**src/tfc_pkg.sv**
```systemverilog
// Package for the test and feature control register bank.
// Assumes a plain register port with one-cycle strobes on one clock.
package tfc_pkg;
    // ====================================================================
    // Register map
    localparam logic [3:0]  TFC_ADDR_TEST_FEATURE_CONTROL = 4'h4;
    localparam int          TFC_ADDR_W                    = 4;
    localparam int          TFC_DATA_W                    = 32;

    // ====================================================================
    // Field positions
    localparam int TFC_BIT_LEGACY_RES      = 15;
    localparam int TFC_BIT_FIXED_ONE       = 14;
    localparam int TFC_BIT_TX_POLL_DISABLE = 12;
    localparam int TFC_BIT_AUTO_PAD        = 11;
    localparam int TFC_BIT_AUTO_STRIP      = 10;
    localparam int TFC_BIT_MF_FLAG         = 9;
    localparam int TFC_BIT_MF_MASK         = 8;
    localparam int TFC_BIT_USER_CMD        = 7;
    localparam int TFC_BIT_USER_FLAG       = 6;
    localparam int TFC_BIT_RC_FLAG         = 5;
    localparam int TFC_BIT_RC_MASK         = 4;
    localparam int TFC_BIT_TXB_FLAG        = 3;
    localparam int TFC_BIT_TXB_MASK        = 2;

    // ====================================================================
    // Reset values and frame figures
    localparam logic        TFC_MASK_RESET   = 1'b1;
    localparam logic        TFC_CTRL_RESET   = 1'b0;
    localparam logic        TFC_FLAG_RESET   = 1'b0;
    localparam logic [6:0]  TFC_MIN_FRAME_BYTES = 7'h40;
    localparam logic [31:0] TFC_ZERO_WORD    = 32'h00000000;
endpackage
```
**src/tfc_feature_event_ctrl.sv**
```systemverilog
// Test and feature control register with event flags and masks.
// Assumes the MAC, receiver and buffer manager act on the control outputs
// and pulse the event inputs for one cycle on the same clock.
//
// Added by the designer: the register addresses and the strobed register port.
`timescale 1ns/100ps
`default_nettype none

module tfc_feature_event_ctrl #(
    parameter int FRAME_LEN_W = 7
) (
    input  wire logic                             clock_i,
    input  wire logic                             sys_rst_i,
    input  wire logic                             soft_rst_i,
    input  wire logic                             stop_cmd_i,
    input  wire logic [tfc_pkg::TFC_ADDR_W-1:0]   reg_addr_i,
    input  wire logic [tfc_pkg::TFC_DATA_W-1:0]   reg_wdata_i,
    input  wire logic                             reg_wr_i,
    input  wire logic                             reg_rd_i,
    output logic      [tfc_pkg::TFC_DATA_W-1:0]   reg_rdata_o,
    input  wire logic                             global_irq_enable_i,
    input  wire logic                             transmitter_on_i,
    input  wire logic                             transmit_demand_i,
    input  wire logic                             rx_activity_i,
    input  wire logic                             missed_frame_wrap_i,
    input  wire logic                             rx_collision_wrap_i,
    input  wire logic                             tx_begin_i,
    input  wire logic                             tx_check_seq_disable_i,
    input  wire logic                             per_frame_check_seq_add_i,
    input  wire logic [FRAME_LEN_W-1:0]           tx_frame_len_i,
    output logic                                  tx_poll_disable_o,
    output logic                                  tx_poll_req_o,
    output logic                                  auto_pad_enable_o,
    output logic                                  tx_pad_needed_o,
    output logic                                  tx_fcs_append_o,
    output logic                                  auto_strip_enable_o,
    output logic                                  irq_summary_o
);
    // ====================================================================
    // Elaboration checks
    // A narrower length port could not tell a minimum frame from a runt.
    if (FRAME_LEN_W < $bits(tfc_pkg::TFC_MIN_FRAME_BYTES)) begin : g_len_chk
        $error("Frame length port narrower than the minimum frame count.");
    end

    // ====================================================================
    // Decode
    logic wr_hit;
    logic clr_all;
    logic [tfc_pkg::TFC_DATA_W-1:0] wd;
    assign wr_hit  = reg_wr_i &&
                     (reg_addr_i == tfc_pkg::TFC_ADDR_TEST_FEATURE_CONTROL);
    assign wd      = reg_wdata_i;
    // Stop clears the flags and the user command but not controls or masks.
    assign clr_all = sys_rst_i || soft_rst_i;

    logic legacy_res_r;
    logic tx_poll_disable_r;
    logic auto_pad_enable_r;
    logic auto_strip_enable_r;
    logic missed_frame_overflow_mask_r;
    logic rx_collision_overflow_mask_r;
    logic tx_begin_mask_r;
    logic missed_frame_overflow_flag_r;
    logic rx_collision_overflow_flag_r;
    logic tx_begin_flag_r;
    logic user_irq_command_r;
    logic user_irq_flag_r;

    // ====================================================================
    // Control bits and masks
    always_ff @(posedge clock_i) begin
        if (clr_all) begin
            legacy_res_r        <= tfc_pkg::TFC_CTRL_RESET;
            tx_poll_disable_r   <= tfc_pkg::TFC_CTRL_RESET;
            auto_pad_enable_r   <= tfc_pkg::TFC_CTRL_RESET;
            auto_strip_enable_r <= tfc_pkg::TFC_CTRL_RESET;
        end else if (wr_hit) begin
            legacy_res_r        <= wd[tfc_pkg::TFC_BIT_LEGACY_RES];
            tx_poll_disable_r   <= wd[tfc_pkg::TFC_BIT_TX_POLL_DISABLE];
            auto_pad_enable_r   <= wd[tfc_pkg::TFC_BIT_AUTO_PAD];
            auto_strip_enable_r <= wd[tfc_pkg::TFC_BIT_AUTO_STRIP];
        end
    end

    always_ff @(posedge clock_i) begin
        if (clr_all) begin
            missed_frame_overflow_mask_r <= tfc_pkg::TFC_MASK_RESET;
            rx_collision_overflow_mask_r <= tfc_pkg::TFC_MASK_RESET;
            tx_begin_mask_r              <= tfc_pkg::TFC_MASK_RESET;
        end else if (wr_hit) begin
            missed_frame_overflow_mask_r <= wd[tfc_pkg::TFC_BIT_MF_MASK];
            rx_collision_overflow_mask_r <= wd[tfc_pkg::TFC_BIT_RC_MASK];
            tx_begin_mask_r              <= wd[tfc_pkg::TFC_BIT_TXB_MASK];
        end
    end

    // ====================================================================
    // Event flags, write one to clear, set wins over clear
    always_ff @(posedge clock_i) begin
        if (clr_all || stop_cmd_i) begin
            missed_frame_overflow_flag_r <= tfc_pkg::TFC_FLAG_RESET;
        end else if (missed_frame_wrap_i) begin
            missed_frame_overflow_flag_r <= 1'b1;
        end else if (wr_hit && wd[tfc_pkg::TFC_BIT_MF_FLAG]) begin
            missed_frame_overflow_flag_r <= 1'b0;
        end
    end

    always_ff @(posedge clock_i) begin
        if (clr_all || stop_cmd_i) begin
            rx_collision_overflow_flag_r <= tfc_pkg::TFC_FLAG_RESET;
        end else if (rx_collision_wrap_i) begin
            rx_collision_overflow_flag_r <= 1'b1;
        end else if (wr_hit && wd[tfc_pkg::TFC_BIT_RC_FLAG]) begin
            rx_collision_overflow_flag_r <= 1'b0;
        end
    end

    always_ff @(posedge clock_i) begin
        if (clr_all || stop_cmd_i) begin
            tx_begin_flag_r <= tfc_pkg::TFC_FLAG_RESET;
        end else if (tx_begin_i) begin
            tx_begin_flag_r <= 1'b1;
        end else if (wr_hit && wd[tfc_pkg::TFC_BIT_TXB_FLAG]) begin
            tx_begin_flag_r <= 1'b0;
        end
    end

    // ====================================================================
    // User interrupt: the flag follows the command one cycle later.
    logic user_clr;
    assign user_clr = wr_hit && wd[tfc_pkg::TFC_BIT_USER_FLAG];

    always_ff @(posedge clock_i) begin
        if (clr_all || stop_cmd_i) begin
            user_irq_command_r <= tfc_pkg::TFC_FLAG_RESET;
        end else if (user_clr) begin
            user_irq_command_r <= 1'b0;
        end else if (wr_hit && wd[tfc_pkg::TFC_BIT_USER_CMD]) begin
            user_irq_command_r <= 1'b1;
        end
    end

    // A command still pending keeps re-setting the flag, so the clearing
    // write drops the command in the same cycle and the flag stays clear after it.
    always_ff @(posedge clock_i) begin
        if (clr_all || stop_cmd_i) begin
            user_irq_flag_r <= tfc_pkg::TFC_FLAG_RESET;
        end else if (user_clr) begin
            user_irq_flag_r <= 1'b0;
        end else if (user_irq_command_r) begin
            user_irq_flag_r <= 1'b1;
        end
    end

    // ====================================================================
    // Interrupt summary
    // A masked flag still reads back; it only stops driving the summary.
    logic mf_irq;
    logic rc_irq;
    logic txb_irq;
    assign mf_irq  = missed_frame_overflow_flag_r &&
                     !missed_frame_overflow_mask_r;
    assign rc_irq  = rx_collision_overflow_flag_r &&
                     !rx_collision_overflow_mask_r;
    assign txb_irq = tx_begin_flag_r && !tx_begin_mask_r;
    assign irq_summary_o = global_irq_enable_i &&
        (mf_irq || rc_irq || txb_irq || user_irq_command_r);

    // ====================================================================
    // Feature outputs
    logic rx_seen_r;
    always_ff @(posedge clock_i) begin
        if (clr_all || !transmitter_on_i) begin
            rx_seen_r <= 1'b0;
        end else if (rx_activity_i) begin
            rx_seen_r <= 1'b1;
        end else if (rx_seen_r) begin
            rx_seen_r <= 1'b0;
        end
    end

    assign tx_poll_disable_o   = tx_poll_disable_r;
    assign auto_pad_enable_o   = auto_pad_enable_r;
    assign auto_strip_enable_o = auto_strip_enable_r;
    // Polling waits for the transmitter; manual demand works only while it is on.
    assign tx_poll_req_o = transmitter_on_i &&
        (!tx_poll_disable_r || transmit_demand_i || rx_seen_r);

    logic short_frame;
    assign short_frame     = tx_frame_len_i <
                             FRAME_LEN_W'(tfc_pkg::TFC_MIN_FRAME_BYTES);
    assign tx_pad_needed_o = auto_pad_enable_r && short_frame;
    // Auto pad forces the check sequence on short frames only.
    assign tx_fcs_append_o = (auto_pad_enable_r && short_frame) ||
        !tx_check_seq_disable_i || per_frame_check_seq_add_i;

    // ====================================================================
    // Read port
    logic [tfc_pkg::TFC_DATA_W-1:0] rd_word;
    always_comb begin
        rd_word = tfc_pkg::TFC_ZERO_WORD;
        rd_word[tfc_pkg::TFC_BIT_LEGACY_RES]      = legacy_res_r;
        rd_word[tfc_pkg::TFC_BIT_FIXED_ONE]       = 1'b1;
        rd_word[tfc_pkg::TFC_BIT_TX_POLL_DISABLE] = tx_poll_disable_r;
        rd_word[tfc_pkg::TFC_BIT_AUTO_PAD]        = auto_pad_enable_r;
        rd_word[tfc_pkg::TFC_BIT_AUTO_STRIP]      = auto_strip_enable_r;
        rd_word[tfc_pkg::TFC_BIT_MF_FLAG]  = missed_frame_overflow_flag_r;
        rd_word[tfc_pkg::TFC_BIT_MF_MASK]  = missed_frame_overflow_mask_r;
        rd_word[tfc_pkg::TFC_BIT_USER_CMD] = user_irq_command_r;
        rd_word[tfc_pkg::TFC_BIT_USER_FLAG] = user_irq_flag_r;
        rd_word[tfc_pkg::TFC_BIT_RC_FLAG]  = rx_collision_overflow_flag_r;
        rd_word[tfc_pkg::TFC_BIT_RC_MASK]  = rx_collision_overflow_mask_r;
        rd_word[tfc_pkg::TFC_BIT_TXB_FLAG] = tx_begin_flag_r;
        rd_word[tfc_pkg::TFC_BIT_TXB_MASK] = tx_begin_mask_r;
    end

    always_ff @(posedge clock_i) begin
        if (sys_rst_i) begin
            reg_rdata_o <= tfc_pkg::TFC_ZERO_WORD;
        end else if (reg_rd_i &&
                     reg_addr_i == tfc_pkg::TFC_ADDR_TEST_FEATURE_CONTROL) begin
            reg_rdata_o <= rd_word;
        end else begin
            reg_rdata_o <= tfc_pkg::TFC_ZERO_WORD;
        end
    end
endmodule

`default_nettype wire

```
**config.mk**
```make
export PLATFORM = sky130hd
export DESIGN_NAME = tfc_feature_event_ctrl
export DESIGN_NICKNAME = d
export VERILOG_FILES = /design/src/tfc_pkg.sv /design/src/tfc_feature_event_ctrl.sv
export SDC_FILE = /design/constraint.sdc
export NUM_CORES = 1
export LEC_CHECK = 0
export BUFFER_PORTS_ARGS = -buffer_cell sky130_fd_sc_hd__buf_2
export CAP_MARGIN = 20
export CORE_ASPECT_RATIO = 0.9
export CORE_MARGIN = 8
export CORE_UTILIZATION = 25
export CTS_BUF_LIST = sky130_fd_sc_hd__clkbuf_4 sky130_fd_sc_hd__clkbuf_8
export CTS_CLUSTER_SIZE = 16
export DETAILED_ROUTE_END_ITERATION = 10
export SKIP_CTS_REPAIR_TIMING = 1
export SYNTH_ARGS = -nofsm -noshare
export SYNTH_HDL_FRONTEND = slang
export SYNTH_SLANG_ARGS = --single-unit
```
**constraint.sdc**
```tcl
create_clock -name clock_i -period 2.45 [get_ports clock_i]
set_input_delay 0.245 -clock clock_i [delete_from_list [all_inputs] [get_ports clock_i]]
set_output_delay 0.245 -clock clock_i [all_outputs]
set_load 0.01 [all_outputs]
```
-- Word-level counts from Yosys, hierarchy flattened
Cells that the tools add are included.
- multiplexer cells: 8
- add/subtract/negate cells: 0
- reduce and logical (&&, ||, !) cells: 34
- magnitude comparators: 1
- multipliers: 0
- shift-type cells: 0
- bitwise logic cells: 1
- div/mod/pow operators: 0
- equal/unequal tests: 1
- operator list (cell ; count):
    two-way mux 15 bit ; 1
    logical AND 1 bit ; 13
    logical OR 1 bit ; 10
    less-than comparator 7 bit, second input constant ; 1
    two-way mux 1 bit ; 7
    zero test 1 bit ; 6
    nonzero test 2 bit ; 3
    == test 4 x 3 -> 1 bit, second input constant ; 1
    OR reduction 2 bit ; 2
    inverter 1 bit ; 1
- latch bits: 0
- memory bits (writable): 0
- memory bits (read-only): 0
- bits of input ports: 58
- flip-flop bits (word level): 45
- memories: 0

-- Depth between registers and ports, before layout
- word-level depth: 6
- mapped depth: 4

-- Least setup slack after synthesis
No wires, ideal clock.
- path kind: input port to flip-flop
- start point: input reg_addr_i[1] (netlist name)
- end point: register missed_frame_overflow_mask_r
- library setup time: 0.142 ns
- buffers on the path: 1
- path slack: 1.196 ns
- required time: 2.308 ns
- arrival time: 1.113 ns
- cell stages on the path: 4
- cell sequence: nor4b_4 and2_2 buf_4 o211ai_1
- word-level cells in the longest chain between the ends: 2
- ends and longest elaborated chain (element ; RTL line ; source):
    start, declared ; tfc_feature_event_ctrl.sv:16 ; input wire logic [tfc_pkg::TFC_ADDR_W-1:0] reg_addr_i,
    == test 4 x 3 -> 1 bit ; tfc_feature_event_ctrl.sv:52 ; (reg_addr_i == tfc_pkg::TFC_ADDR_TEST_FEATURE_CONTROL);
    logical AND 1 bit ; tfc_feature_event_ctrl.sv:51 ; assign wr_hit = reg_wr_i &&
    end signal, assigned ; tfc_feature_event_ctrl.sv:88 ; missed_frame_overflow_mask_r <= tfc_pkg::TFC_MASK_RESET;
    end signal, assigned ; tfc_feature_event_ctrl.sv:92 ; missed_frame_overflow_mask_r <= wd[tfc_pkg::TFC_BIT_MF_MASK];
    end, declared ; tfc_feature_event_ctrl.sv:61 ; logic missed_frame_overflow_mask_r;
Every way passes these cells.
A chain may end at the register's enable or synchronous reset.

-- Worst setup path in the final report
- start point: register auto_pad_enable_r (netlist: auto_pad_enable_o)
- end point: output tx_fcs_append_o
- word-level cells in the longest chain between the ends: 3
- ends and longest elaborated chain (element ; RTL line ; source):
    start, declared ; tfc_feature_event_ctrl.sv:59 ; logic auto_pad_enable_r;
    start signal, assigned ; tfc_feature_event_ctrl.sv:76 ; auto_pad_enable_r <= tfc_pkg::TFC_CTRL_RESET;
    start signal, assigned ; tfc_feature_event_ctrl.sv:81 ; auto_pad_enable_r <= wd[tfc_pkg::TFC_BIT_AUTO_PAD];
    logical AND 1 bit ; tfc_feature_event_ctrl.sv:196 ; assign tx_fcs_append_o = (auto_pad_enable_r && short_frame) ||
    logical OR 1 bit ; tfc_feature_event_ctrl.sv:196 ;
    logical OR 1 bit ; tfc_feature_event_ctrl.sv:197 ; !tx_check_seq_disable_i || per_frame_check_seq_add_i;
    end, declared ; tfc_feature_event_ctrl.sv:35 ; output logic tx_fcs_append_o,
Every way passes these cells.

==> impl_results.md <==
* Status: finished clean
* Largest cells by area after synthesis: dfxtp_1 (49%), buf_4 (14%), and2_2 (9.1%), a311oi_1 (2.5%), nand4_1 (2.3%)
* Final setup fails at 0
* Die ar. at 0.00664 mm²
* Post-synth top area cell: dfxtp_1
* Core area at a little over 0.004 mm²
* Avg WL per Cell at 12.6 µm
* Layout area overhead at 27.3%
* Leak at 0.692 nW
* Yosys cell types at 25
* Antenna cell count at 0
* Arr. time, crit path at 1300 ps
* First-pass GRT wire length at 4100 µm
* Yosys reg bits at 26
* Pre-CTS setup slack at 1010 ps
* CP max FO at 4
* Register area share after synthesis at 0.485
* Ratio of total power to cell area at 613 mW/mm²
* CP endpoint kind: primary output
* Final Hold Viols at 0
* Setup ws final at 908 ps
* HPWL Detailed at 2150 µm
* Initial antenna violation count at 0
* Top_reg_cell synth: dfxtp_1
* CTS tree: yes
* Worst reg2reg path depth at 2
* CTS clock-pin slew for the worst setup and hold paths at 90 ps
* Cells after Synth at roughly 110
* Layout cells sized above 1 at 0.450
* H-tree Lvls at 1
* GRT Total Usage at 0.0761
* Rel. slew slack at 0.445
* Clock net sink count at 26
* Worst Hold Class: input port to flip-flop
* Final Max Slew Viols at 0
* 1st-iter DRT viols at 34
* DR WL met2 at 1130 µm
* Via-to-Cell Ratio at between 4 and 5
* Routability cong. at 0.696
* Fmax at 648 MHz
* Via count at ~840
* Largest net degree at the start of global routing at 16
* DRC errors left at 0
* Port bufs at 51
* CP Launch Type: flip-flop
* Maximum vdd drop at 0.194 mV
* DRT Wirelength at 2630 µm
* Crit path time final at 1540 ps
* Yosys top cell area share at 0.485
* Worst slew pin tran at 830 ps
* CTS root buf: clkbuf_8
* Setup TNS Final at 0 ps
* Rows at 22
* Max Root-Sink Buffers at 2
* Asr flop ratio synth at 0
* Vias in the first global route at 877
* Unrepaired setup endpoints after global routing: no
* Critical path type: flip-flop to primary output
* Met3 wire len at 275 µm
* First-pass iteration count of the detailed router at 2
* Number of synthesized flops with an enable pin at 0
* WHS Path Cells at 2
* Share of the clock period used by the worst path at 0.629
* Clk_skew at 5.08 ps
* Nets at 219
* WHS at 164 ps
* # fillers at 447
* Total grt overflow at 0
* Multi-input gate area at 428 µm²
* Worst skew pair latency at between 200 and 300 ps
* Starting Density at 0.261
* Chip height at 78.1 µm
* Die width at 85.0 µm
* Total Power at between 0.0008 and 0.0009 W
* Ports at 97
* Required @ worst endpoint at 2200 ps
* Highest metal used: met4
* Syn Std Cell Area at 0.00107 mm²
* Ys Warns at 0
* Routed length on met1 at 1210 µm
* Final ANT Viol Nets at 0
* Sequential cell area at about 520 µm²
* Syn Area/Cell at 9.84 µm²
* CTS buffer count at 3
* Max Cap Viol at 0
report_power, final:
| part | switching, W | total, W | internal (W) |
|---|---|---|---|
| Combinational | 0.0000384 | 0.0000654 | 0.0000269 |
| Clock | 0.000126 | 0.000344 | 0.000218 |
| Sequential | 0.00000167 | 0.000427 | 0.000426 |
placed cells by master, fill, tap and decap left out:
cell / count
a211oi_1: 2
nand3_1: 3
o211ai_1: 3
buf_2: 51
and2_2: 13
bufinv_16: 1
and3b_4: 1
buf_4: 1
dfxtp_1: 26
a22oi_1: 1
or3_1: 1
a21boi_0: 2
nand2_1: 4
nand4_1: 4
a31oi_1: 1
inv_1: 6
or3b_2: 1
a21oi_1: 1
a311oi_1: 3
nor4b_4: 1
conb_1: 19
nor2b_1: 1
clkbuf_8: 3
nor2_1: 6
o21ai_0: 4
and3_1: 1
flip-flops by register name, indices dropped and copies added, names as in the netlist:
name and cells:
reg_rdata_o 13, missed_frame_overflow_flag_r 1, user_irq_flag_r 1, auto_strip_enable_o 1, missed_frame_overflow_mask_r 1, legacy_res_r 1, rx_seen_r 1, tx_poll_disable_o 1
rx_collision_overflow_mask_r 1, tx_begin_mask_r 1, tx_begin_flag_r 1, user_irq_command_r 1, auto_pad_enable_o 1, rx_collision_overflow_flag_r 1
worst paths after layout:
path	from	to	slack, ps
worst max-delay path	auto_pad_enable_o	tx_fcs_append_o	910
worst min-delay path	reg_wdata_i[5]	rx_collision_overflow_flag_r	160
worst max register to register	missed_frame_overflow_flag_r	missed_frame_overflow_flag_r	1760
worst min register to register	legacy_res_r	legacy_res_r	460
critical path: stages (launching register included):
cell and delay (ps):
dfxtp_1 330, nor2b_1 130, or3b_2 420, buf_2 150
per-stage QoR:
step | util | cell area (µm²) | std cells
finish | 0.333 | 1370 | 208
global route | 0.333 | 1370 | 208
CTS | 0.333 | 1370 | 208
detailed placement | 0.315 | 1290 | 204
global placement | 0.315 | 1290 | 204
floorplan | - | 1140 | 127
synth_stat cells (2+ instances only):
| master | instances |
|---|---|
| a211oi_1 | 2 |
| a21boi_0 | 2 |
| a311oi_1 | 3 |
| and2_2 | 13 |
| buf_4 | 20 |
| clkbuf_1 | 2 |
| dfxtp_1 | 26 |
| inv_1 | 6 |
| nand2_1 | 4 |
| nand3_1 | 3 |
| nand4_1 | 4 |
| nor2_1 | 6 |
| o211ai_1 | 3 |
| o21ai_0 | 4 |
layout make-up:
| cell class | count | share of cell area |
|---|---|---|
| multi-input cells | 72 | 0.313 |
| repair buffers | 52 | 0.192 |
| flip-flops and latches | 26 | 0.381 |
| well taps | 48 | 0.0440 |
| clock buffers | 3 | 0.0302 |
| clock inverters | 1 | 0.0220 |
| inverters | 6 | 0.0165 |
metal layers:
layer  vias to the layer above  track usage
met4                         0       0.0213
met2                        41        0.112
li1                        431            -
met5                         -            0
met3                         2       0.0375
met1                       364       0.0959
kinds of logic after synthesis:
| group | Yosys count | share of synthesized area |
|---|---|---|
| flops | 26 | 0.485 |
| compound gates | 17 | 0.110 |
| other cells | 1 | 0.00350 |
| buf+inv | 29 | 0.179 |
| simple gates | 36 | 0.223 |
Power figures use the tool's default switching activity.
